<file path="config.mk">
export PLATFORM = sky130hd
export DESIGN_NAME = pdf_formatter
export DESIGN_NICKNAME = d
export VERILOG_FILES = /design/src/design/pdf_formatter.v
export VERILOG_INCLUDE_DIRS = /design/src /design/src/design
export SDC_FILE = /design/constraint.sdc
export NUM_CORES = 1
export LEC_CHECK = 0
export BUFFER_PORTS_ARGS = -buffer_cell sky130_fd_sc_hd__buf_4
export CAP_MARGIN = 20
export CORE_UTILIZATION = 40
export CTS_CLUSTER_DIAMETER = 40
export DETAILED_ROUTE_END_ITERATION = 16
export HOLD_SLACK_MARGIN = 0.08
export PLACE_DENSITY = 0.8
export SLEW_MARGIN = 20
export SYNTH_ARGS = -nofsm -noshare
export SYNTH_HDL_FRONTEND = slang
export SYNTH_SLANG_ARGS = --single-unit
</file>
<file path="constraint.sdc">
create_clock -name CLK -period 1.5 [get_ports CLK]
set_input_delay 0.225 -clock CLK [delete_from_list [all_inputs] [get_ports CLK]]
set_output_delay 0.225 -clock CLK [all_outputs]
set_load 0.01 [all_outputs]
</file>
<file path="src/design/pdf_defs.vh">
// Purpose: constants for the decoded-word packet formatter
// Assumes: 32-bit packets, byte 3 first
// Notes: definitions only
`ifndef PDF_DEFS_VH
`define PDF_DEFS_VH
`define PDF_VTYPE_SHORT_INSTR 3'h1
`define PDF_ITYPE_TEMP_ADDR 3'h0
`define PDF_ITYPE_TEST 3'h7
`define PDF_ROAM_ID 8'h60
`define PDF_ERR_LIMIT 3'h2
`define PDF_NOISE_NONE 2'h0
`define PDF_NOISE_ABANDONED 2'h1
`define PDF_NOISE_DETECTED 2'h2
`define PDF_NOISE_ABSENT 2'h3
`define PDF_ST_IDLE 2'h0
`define PDF_ST_VEC 2'h1
`define PDF_ST_FILL 2'h2
`endif

</file>
<file path="src/design/pdf_formatter.v">
// Purpose: builds 32-bit vector, message and roaming status packets
// Assumes: decoder inputs come from logic on CLK; host reads via handshake
// Notes: vector and message packets leave on PKT_* with valid/ready, roaming status on ROAM_PKT; no buffering
//
// Contract
// RULE1: short instruction vector packet carries vector type 001 in byte 2.
// RULE2: vector byte 3 is a zero then word position 2 to 87.
// RULE3: vector error flag on over 2 bit errors or failed check.
// RULE4: phase code 0..3 stands for phases a..d.
// RULE5: instruction 000 carries temp address d10..d7, frame d6..d0.
// RULE6: instruction type picks payload meaning; 001-110 reserved, 111 test.
// RULE7: error-free short vector on long address is followed by message packet.
// RULE8: host ignores information bits of that following message packet.
// RULE9: message words sent only after clean vector with message words.
// RULE10: message packet identifier is word position of that message word.
// RULE11: message packet: zero, position, error, phase, 21 information bits.
// RULE12: message error flag set on more than 2 bit errors.
// RULE13: prompt host while any roaming event flag or noise result set.
// RULE14: roaming flags and noise result clear when host reads the packet.
// RULE15: noise result 00 none, 01 abandoned, 10 detected, 11 absent.
// RULE16: lost address word flag raised at most once per frame.
// RULE17: roaming packet id 0x60, events byte 2, noise byte 1, collapse byte 0.
`timescale 1ns/1ps
`include "pdf_defs.vh"

module pdf_formatter (
  input wire CLK,
  input wire SRST,
  // short instruction vector from the decoder
  input wire VEC_VALID,
  input wire [6:0] VEC_WORD_POS,
  input wire [1:0] VEC_PHASE,
  input wire [2:0] VEC_BIT_ERRS,
  input wire VEC_CHECK_FAIL,
  input wire VEC_LONG_ADDR,
  input wire [2:0] VEC_INSTR,
  input wire [10:0] VEC_PAYLOAD,
  output wire VEC_READY,
  // message words from the decoder
  input wire MSG_VALID,
  input wire [6:0] MSG_WORD_POS,
  input wire [1:0] MSG_PHASE,
  input wire [2:0] MSG_BIT_ERRS,
  input wire [20:0] MSG_INFO,
  input wire MSG_PAGE_OK,
  output wire MSG_READY,
  // roaming events, one-cycle pulses
  input wire EV_RESYNC_IGNORED,
  input wire EV_FIRST_SYNC_MISSED,
  input wire EV_FRAME_INFO_LOST,
  input wire EV_SECOND_SYNC_MISSED,
  input wire EV_BLOCK_INFO_LOST,
  input wire EV_ADDR_WORD_LOST,
  input wire EV_NET_BIT_UPDATED,
  input wire EV_NET_BIT_VALUE,
  input wire EV_NOISE_VALID,
  input wire [1:0] EV_NOISE_RESULT,
  input wire EV_COLLAPSE_UPDATED,
  input wire [2:0] EV_RECEIVED_COLLAPSE,
  input wire FRAME_START,
  // roaming status read by host
  input wire ROAM_READ,
  output wire [31:0] ROAM_PKT,
  output wire ROAM_PROMPT,
  // packet output
  output wire PKT_VALID,
  output wire [31:0] PKT_DATA,
  input wire PKT_READY
);

  // -------------------------------------------------------------
  // sequencer states and sizes
  // -------------------------------------------------------------
  localparam [1:0] ST_IDLE = `PDF_ST_IDLE;
  localparam [1:0] ST_VEC = `PDF_ST_VEC;
  localparam [1:0] ST_FILL = `PDF_ST_FILL;
  // sticky roaming event slots; slot 0 is the collapse update
  localparam integer NUM_EV = 8;

  reg [1:0] state_q;
  reg [1:0] state_d;
  reg [31:0] pkt_q;
  reg [31:0] pkt_d;
  reg [31:0] fill_q;
  reg [31:0] fill_d;

  // -------------------------------------------------------------
  // vector packet assembly
  // -------------------------------------------------------------
  wire vec_err;
  wire [7:0] vec_byte3;
  wire [7:0] vec_byte2;
  wire [7:0] vec_byte1;
  wire [7:0] vec_byte0;
  wire [31:0] vec_pkt;

  // over the limit, or a check that still fails after correction
  assign vec_err = (VEC_BIT_ERRS > `PDF_ERR_LIMIT) | VEC_CHECK_FAIL; // RULE3
  assign vec_byte3 = {1'b0, VEC_WORD_POS}; // RULE2
  // bits 4:3 unused, driven low so the host sees a steady value
  assign vec_byte2 = {vec_err, VEC_PHASE, 2'h0, // RULE4
                      `PDF_VTYPE_SHORT_INSTR}; // RULE1
  // payload passes whole; its meaning is the host's, by type code
  assign vec_byte1 = {2'h0, VEC_PAYLOAD[10:5]}; // RULE5
  assign vec_byte0 = {VEC_PAYLOAD[4:0], VEC_INSTR}; // RULE6
  assign vec_pkt = {vec_byte3, vec_byte2, vec_byte1, vec_byte0};

  // -------------------------------------------------------------
  // trailing message packet after a clean long-address vector
  // -------------------------------------------------------------
  wire need_fill;
  wire [6:0] fill_pos;
  wire [10:0] fill_head;
  wire [31:0] fill_pkt;

  assign need_fill = VEC_LONG_ADDR & ~vec_err; // RULE7
  // word after the vector; wraps in 7 bits, still offered after a vector at 127
  assign fill_pos = VEC_WORD_POS + 7'h01;
  assign fill_head = {1'b0, fill_pos, vec_err, VEC_PHASE};
  // information bits carry nothing, so zeros are sent
  assign fill_pkt = {fill_head, 21'h0}; // RULE8

  // -------------------------------------------------------------
  // message packet assembly
  // -------------------------------------------------------------
  wire msg_err;
  wire msg_take;
  wire [7:0] msg_byte3;
  wire [7:0] msg_byte2;
  wire [15:0] msg_low;
  wire [31:0] msg_pkt;

  assign msg_err = MSG_BIT_ERRS > `PDF_ERR_LIMIT; // RULE12
  assign msg_byte3 = {1'b0, MSG_WORD_POS}; // RULE10
  assign msg_byte2 = {msg_err, MSG_PHASE, MSG_INFO[20:16]}; // RULE11
  assign msg_low = MSG_INFO[15:0]; // RULE11
  assign msg_pkt = {msg_byte3, msg_byte2, msg_low};
  // words of a failed or empty vector are taken and dropped, not held
  assign msg_take = MSG_VALID & MSG_PAGE_OK; // RULE9

  // -------------------------------------------------------------
  // output sequencer
  // -------------------------------------------------------------
  wire out_free;

  assign out_free = (state_q == ST_IDLE);
  assign VEC_READY = out_free;
  // vector first, so a message never splits a vector from its trailer
  assign MSG_READY = out_free & ~VEC_VALID; // RULE9
  assign PKT_VALID = ~out_free;
  assign PKT_DATA = pkt_q;

  always @* begin
    state_d = state_q;
    pkt_d = pkt_q;
    fill_d = fill_q;
    case (state_q)
      ST_IDLE: begin
        if (VEC_VALID) begin
          pkt_d = vec_pkt;
          fill_d = fill_pkt;
          if (need_fill) begin
            state_d = ST_FILL; // RULE7
          end else begin
            state_d = ST_VEC;
          end
        end else if (msg_take) begin // RULE9
          pkt_d = msg_pkt;
          state_d = ST_VEC;
        end
      end
      ST_VEC: begin
        if (PKT_READY) begin
          state_d = ST_IDLE;
        end
      end
      ST_FILL: begin
        // trailer goes out right after the vector packet is taken
        if (PKT_READY) begin
          pkt_d = fill_q; // RULE7
          state_d = ST_VEC;
        end
      end
      default: begin
        state_d = ST_IDLE;
      end
    endcase
  end

  always @(posedge CLK) begin
    if (SRST) begin
      state_q <= ST_IDLE;
    end else begin
      state_q <= state_d;
    end
  end

  // cleared on reset so the bus shows zero until the first packet; later idle cycles keep the last packet
  always @(posedge CLK) begin
    if (SRST) begin
      pkt_q <= 32'h0;
      fill_q <= 32'h0;
    end else begin
      pkt_q <= pkt_d;
      fill_q <= fill_d;
    end
  end

  // -------------------------------------------------------------
  // roaming event sources
  // -------------------------------------------------------------
  reg addr_lost_done_q;
  wire addr_lost_set;
  wire [NUM_EV-1:0] ev_set;
  wire [NUM_EV-1:0] ev_flags;

  // one report per frame; FRAME_START re-arms
  assign addr_lost_set = EV_ADDR_WORD_LOST & ~addr_lost_done_q; // RULE16
  assign ev_set = {EV_RESYNC_IGNORED, EV_FIRST_SYNC_MISSED,
                   EV_FRAME_INFO_LOST, EV_SECOND_SYNC_MISSED,
                   EV_BLOCK_INFO_LOST, addr_lost_set,
                   EV_NET_BIT_UPDATED, EV_COLLAPSE_UPDATED};

  always @(posedge CLK) begin
    if (SRST) begin
      addr_lost_done_q <= 1'b0;
    end else if (FRAME_START) begin
      addr_lost_done_q <= 1'b0; // RULE16
    end else if (EV_ADDR_WORD_LOST) begin
      addr_lost_done_q <= 1'b1; // RULE16
    end
  end

  // -------------------------------------------------------------
  // sticky event flags
  // -------------------------------------------------------------
  genvar gi;
  generate
    for (gi = 0; gi < NUM_EV; gi = gi + 1) begin : g_flag
      reg flag_q;
      // a new event in the read cycle survives the clear
      always @(posedge CLK) begin
        if (SRST) begin
          flag_q <= 1'b0;
        end else if (ev_set[gi]) begin
          flag_q <= 1'b1;
        end else if (ROAM_READ) begin
          flag_q <= 1'b0; // RULE14
        end
      end
      assign ev_flags[gi] = flag_q;
    end
  endgenerate

  // -------------------------------------------------------------
  // values carried with the events
  // -------------------------------------------------------------
  reg net_bit_value_q;
  reg [1:0] noise_result_q;
  reg [2:0] received_collapse_q;

  // net bit and collapse values survive a read; only their flags are cleared
  always @(posedge CLK) begin
    if (SRST) begin
      net_bit_value_q <= 1'b0;
    end else if (EV_NET_BIT_UPDATED) begin
      net_bit_value_q <= EV_NET_BIT_VALUE;
    end
  end

  // a fresh result in the read cycle wins over the clear
  always @(posedge CLK) begin
    if (SRST) begin
      noise_result_q <= `PDF_NOISE_NONE;
    end else if (EV_NOISE_VALID) begin
      noise_result_q <= EV_NOISE_RESULT; // RULE15
    end else if (ROAM_READ) begin
      noise_result_q <= `PDF_NOISE_NONE; // RULE14
    end
  end

  always @(posedge CLK) begin
    if (SRST) begin
      received_collapse_q <= 3'h0;
    end else if (EV_COLLAPSE_UPDATED) begin
      received_collapse_q <= EV_RECEIVED_COLLAPSE;
    end
  end

  // -------------------------------------------------------------
  // roaming status packet and host prompt
  // -------------------------------------------------------------
  wire [7:0] roam_byte2;
  wire [7:0] roam_byte1;
  wire [7:0] roam_byte0;

  assign roam_byte2 = {ev_flags[7:1], net_bit_value_q};
  // unused bits read as zero
  assign roam_byte1 = {6'h0, noise_result_q}; // RULE15
  assign roam_byte0 = {4'h0, ev_flags[0], received_collapse_q};
  assign ROAM_PKT = {`PDF_ROAM_ID, roam_byte2, roam_byte1, // RULE17
                     roam_byte0};
  // level prompt: stays up until a read clears every source
  assign ROAM_PROMPT = (|ev_flags) | (|noise_result_q); // RULE13

endmodule

</file>
# Word level (Yosys, flattened, before mapping)
# Cells that the tools add are included.
classes:
  add_sub_neg: 1
  mul: 0
  div: 0
  magnitude_cmp: 2
  n_eq_ne: 5
  shift: 0
  n_mux: 21
  n_bitwise: 10
  n_reduce_logical: 17
ops:
  columns: ["op", "n"]
  rows:
  - ["$mux W32", 3]
  - ["$pmux W32 S2", 1]
  - ["$reduce_bool A2 Y1", 10]
  - ["$mux W2", 7]
  - ["$mux W1", 9]
  - ["$reduce_or A8 Y1", 1]
  - ["$add A7 B1 Y7 const B", 1]
  - ["$gt A3 B2 Y1 const B", 2]
  - ["$pmux W2 S3", 1]
  - ["$reduce_and A3 Y1", 2]
  - ["$and A1 B1 Y1", 4]
  - ["$ne A2 B2 Y1 const B", 2]
  - ["$not A1 Y1", 4]
  - ["$reduce_or A2 Y1", 2]
  - ["$ne A3 B3 Y1 const B", 1]
  - ["$eq A2 B1 Y1 const B", 1]
  - ["$eq A2 B2 Y1 const B", 1]
  - ["$logic_not A2 Y1", 1]
  - ["$or A1 B1 Y1", 2]
  - ["$reduce_and A2 Y1", 1]
word_totals:
  regBits: 59
  latch_bits: 0
  ramBits: 0
  mem_bits_ro: 0
  in_bits: 84
  output_inout_bits: 68
  elab_cells: 71
  mem_count: 0

# Depth between registers and ports, before layout
depth:
  word_depth: 7
  mapped_depth: 6
  ltp_nobuf: 5

# Worst setup path before layout
# Ideal clock, no wire load.
synth_path:
  path_kind: "reg-to-reg"
  startpoint: "reg state_q[0]"
  endpoint: "reg fill_q[28]"
  setup_time_ns: 0.086
  arrival_time_ns: 1.237
  t_required_ns: 1.414
  setup_slack_ns: 0.178
  path_stages_with_launch: 7
  path_buffers: 2
  synth_period_minus_slack_ns: 1.322
  cell_sequence: "dfxtp_1 nor2_1 and2_1 buf_4 buf_4 nor2_1 a211oi_1"
synth_via:
  elab_chain_cells: 2
synth_lines:
  columns: ["element", "line", "rtl"]
  rows:
  - ["from (decl)", "pdf_formatter.v:80", "reg [1:0] state_q;"]
  - ["from (signal assigned)", "pdf_formatter.v:194", "state_q <= state_d;"]
  - ["$logic_not A2 Y1", null, null]
  - ["via VEC_READY", "pdf_formatter.v:38", "output wire VEC_READY,"]
  - ["$reduce_and A2 Y1 (no source line)", null, null]
  - ["to (signal assigned)", "pdf_formatter.v:205", "fill_q <= fill_d;"]
  - ["to (decl)", "pdf_formatter.v:84", "reg [31:0] fill_q;"]
# The timed path passes the listed nets, and every way through them passes these cells.
# A chain may end at the register's enable or synchronous reset.

# Worst setup path after layout
layout_path:
  startpoint: "reg noise_result_q[1]"
  endpoint: "out ROAM_PROMPT"
layout_via:
  elab_chain_cells: 2
layout_lines:
  columns: ["element", "line", "rtl"]
  rows:
  - ["from (decl)", "pdf_formatter.v:259", "reg [1:0] noise_result_q;"]
  - ["from (signal assigned)", "pdf_formatter.v:274", "noise_result_q <= `PDF_NOISE_NONE;"]
  - ["from (signal assigned)", "pdf_formatter.v:278", "noise_result_q <= `PDF_NOISE_NONE;"]
  - ["$reduce_or A2 Y1", "pdf_formatter.v:304", "assign ROAM_PROMPT = (|ev_flags) | (|noise_result_q);"]
  - ["$or A1 B1 Y1", "pdf_formatter.v:304", null]
  - ["to (decl)", "pdf_formatter.v:64", "output wire ROAM_PROMPT,"]
# Every way passes these cells.

==> impl_metrics.py <==
metrics = {
    "grt": {
        "grt_pass1_vias": 2503,
        "grt_pass1_wl_um": 11300,
        "grt_usage_pct": 19.9,
        "antenna_found_initial": 0,
        "grt_max_degree": 59,
        "grt_overflow": 0,
    },
    "clock_network": {
        "clk_pin_slew_ns": 0.07,
        "numCtsBuffers": 9,
        "root_buffer": "clkbuf_8",
        "clockBufferDepth": 2,
        "post_cts_buffers": 0,
        "clk-insertion-delay-late_ns": 0.32,
        "htreeDepth": 3,
        "clock-sinks": 58,
        "cts_tree": "done",
    },
    "hold_path": {
        "hold_class": "in2reg",
    },
    "power_and_ir_drop": {
        "leakagePower_uw": 0.00183,
        "vdd_ir_drop_max_v": 0.000539,
        "power_uw": 4140,
        "power.density_mw_per_mm2": 1050,
    },
    "cells_and_area": {
        "fin_nets": 531,
        "drive_gt1_share_pct": 39.5,
        "seq_area_sq_mm": 0.00116,
        "fin_cells": 528,
        "multiInputGateArea_sq_mm": 0.00134,
        "fill_cells": 590,
        "num_antenna_cells": 0,
        "area_growth_pct": 43.5,
    },
    "floorplanning": {
        "ioPinCount": 152,
        "placementRows": 29,
        "die_h_um": 85.0,
        "core-area_sq_mm": 0.00649,
        "die_x_um": 85.0,
        "dieArea_sq_mm": 0.00722,
        "initial_core_util_pct": 42.4,
    },
    "status": {
        "outcome": "complete, but fails checks",
        "violations": "design-rule violations",
    },
    "timing": {
        "fmax_ghz": 0.698,
        "rsz0062_at_grt": "true",
        "hold_viol_final": 0,
        "slew_headroom_pct": 59.9,
        "worst_pin_slew_ns": 0.601,
        "finalClockSkew_ns": 0.00771,
        "timing.final.crit_share_pct": 95.5,
        "slew_viol_final": 0,
        "setup_viol": 0,
        "period_needed_ns": 1.43,
        "setup_ws_ns": 0.0682,
    },
    "critical_path": {
        "slowest_delay_ns": 0.33,
        "worstPathRequired_ns": 1.27,
        "cp-end-kind": "primary output",
        "startpoint_type": "register",
        "endpoint": "ROAM_PROMPT",
        "crit_cells": 3,
        "crit-reg2reg-launch": "state_q[1]",
        "crit_arrival_ns": 1.21,
        "crit_fanout": 3,
        "crit_chain": "nor4_2 -> nand3_1 -> buf_4",
        "startpoint": "noise_result_q[1]",
        "critical-path-top-delay-family": "simple AND/OR/NAND/NOR gates",
        "reg2reg_slack_ns": 0.10,
        "slowest_stage": "dfxtp_1",
        "path_class": "reg2out",
        "cp_num_buf_inv": 1,
        "timing.rr.end": "state_q[1]",
        "r2r_cells": 5,
    },
    "synth": {
        "ys_types": 31,
        "ys_async_sr_fraction_pct": 0,
        "yosysSeqAreaShare_pct": 42.2,
        "post_synth.cell_area_avg_sq_um": 8.50,
        "synth-edff-count": 0,
        "synthCells": 324,
        "synthFlopType": "dfxtp_1",
        "yosys_warnings": 0,
        "synthesis.area_sq_mm": 0.00275,
        "synth_seq_cells": 58,
    },
    "drt": {
        "route.antenna.remaining_nets": 0,
        "num_vias": 2599,
        "finalWirelength_um": 6950,
        "via_per_inst": 4.92,
        "drc": 13,
        "drt_iter0_drc": 91,
        "drt_first_pass_iters": 12,
        "wl_per_cell_um": 13.2,
    },
    "placed_design": {
        "dp_hpwl_um": 5210,
        "place.gp.congestion": 0.816,
        "post-place-ws_ns": 0.0774,
        "port_buffers": 132,
        "dp_cells": 511,
    },
    "job": {
        "drv_cap": 0,
    },
}
area by class of cell:
| type | count | share of cell area [%] |
|---|---|---|
| clock buffers | 11 | 3.58 |
| well taps | 77 | 2.44 |
| repair buffers | 144 | 28.4 |
| flip-flops and latches | 58 | 29.4 |
| clock inverters | 5 | 1.96 |
| inverters | 3 | 0.285 |
| multi-input cells | 230 | 33.9 |
flip-flops by register name (all words and copies together) (netlist names):
signal and flops:
PKT_DATA 31, fill_q 10, g_flag.flag_q 8, received_collapse_q 3, noise_result_q 2, state_q 2
addr_lost_done_q 1, net_bit_value_q 1
power breakdown:
part           switching, uW  total, uW  internal (uW)  leakage (uW)
clock                    589       1560            975      0.000109
combinational            390        842            452       0.00125
sequential              71.1       1730           1660      0.000479
timing repair:
action	4_1_cts	5_1_grt
setup endpoints to repair	0	13
endpoints found under the hold margin	1	0
hold buffers	1	0
gates resized for setup	0	5
synthesized netlist by cell type, types with 6 or more instances:
| cell | n | share of area, % |
|---|---|---|
| buf_4 | 34 | 9.3 |
| nand2_1 | 41 | 5.6 |
| nor2_1 | 32 | 4.4 |
| a21oi_1 | 40 | 7.3 |
| mux2i_1 | 16 | 5.8 |
| clkbuf_1 | 6 | 0.82 |
| a211oi_1 | 10 | 2.7 |
| nand3_1 | 24 | 4.4 |
| o211ai_1 | 10 | 2.7 |
| buf_2 | 9 | 1.6 |
| mux2_2 | 14 | 5.7 |
| dfxtp_1 | 58 | 42 |
worst min-delay path, cell delays in order:
cell,delay [ns]
buf_4,0.08
a21oi_1,0.03
nor2_1,0.07
per-stage QoR:
step / setup TNS [ns] / utilization [%] / hold slack, ns / area, sq um
after detailed placement: 0 / 57.0 / 0.393 / 3700
final: 0 / 60.8 / 0.103 / 3950
after global placement: 0 / 57.0 / 0.397 / 3700
after floorplan: 0 / - / 0.304 / 2820
after global routing: -0.0406 / 60.8 / 0.0994 / 3950
after CTS: 0 / 60.5 / 0.0881 / 3930
kinds of logic (layout without fill, tap and decap cells):
kind of cell	Yosys count	count (layout)	share of synthesized area [%]
AO/OA/AOI/OAI	64	64	13.9
XOR/XNOR	5	5	1.59
adder cells (fa/ha/maj)	1	1	0.454
buffers and inverters	53	163	12.3
flip-flops	58	58	42.2
multiplexers	30	30	11.5
other	2	19	0.273
AND/OR/NAND/NOR	111	111	17.8
per-layer routing:
layer,global-route usage [%],up-vias,routed length (um)
li1,-,1310,-
met2,36.1,95,3560
met3,3.60,15,399
met4,11.1,0,177
met1,21.9,1179,2800
met5,0,-,0
worst min-delay path by stage:
stage,slack (ns),startpoint,end,cells after the start
final,0.10,EV_SECOND_SYNC_MISSED,g_flag[4].flag_q,3
after global routing,0.1,EV_FIRST_SYNC_MISSED,g_flag[6].flag_q,3
after CTS,0.09,EV_FIRST_SYNC_MISSED,g_flag[6].flag_q,3
after detailed placement,0.39,FRAME_START,addr_lost_done_q,2
after global placement,0.40,FRAME_START,addr_lost_done_q,2
after floorplan,0.30,FRAME_START,addr_lost_done_q,1
cells in the final DEF (no fill, tap or decap), drive strengths merged, types with 2 or more instances in the layout:
cell    instances
o211ai         10
a211oi         10
mux2           14
mux2i          16
nor2           32
nand3          24
and3            2
nor3b           2
inv             3
nor2b           2
conb           19
xnor2           3
xor2            2
clkbuf         11
clkinv          2
a22oi           2
nor3            2
nor4            2
buf           143
a21oi          40
bufinv          2
dfxtp          58
nand2          41
Note: power is estimated with default switching activity, not from simulation.
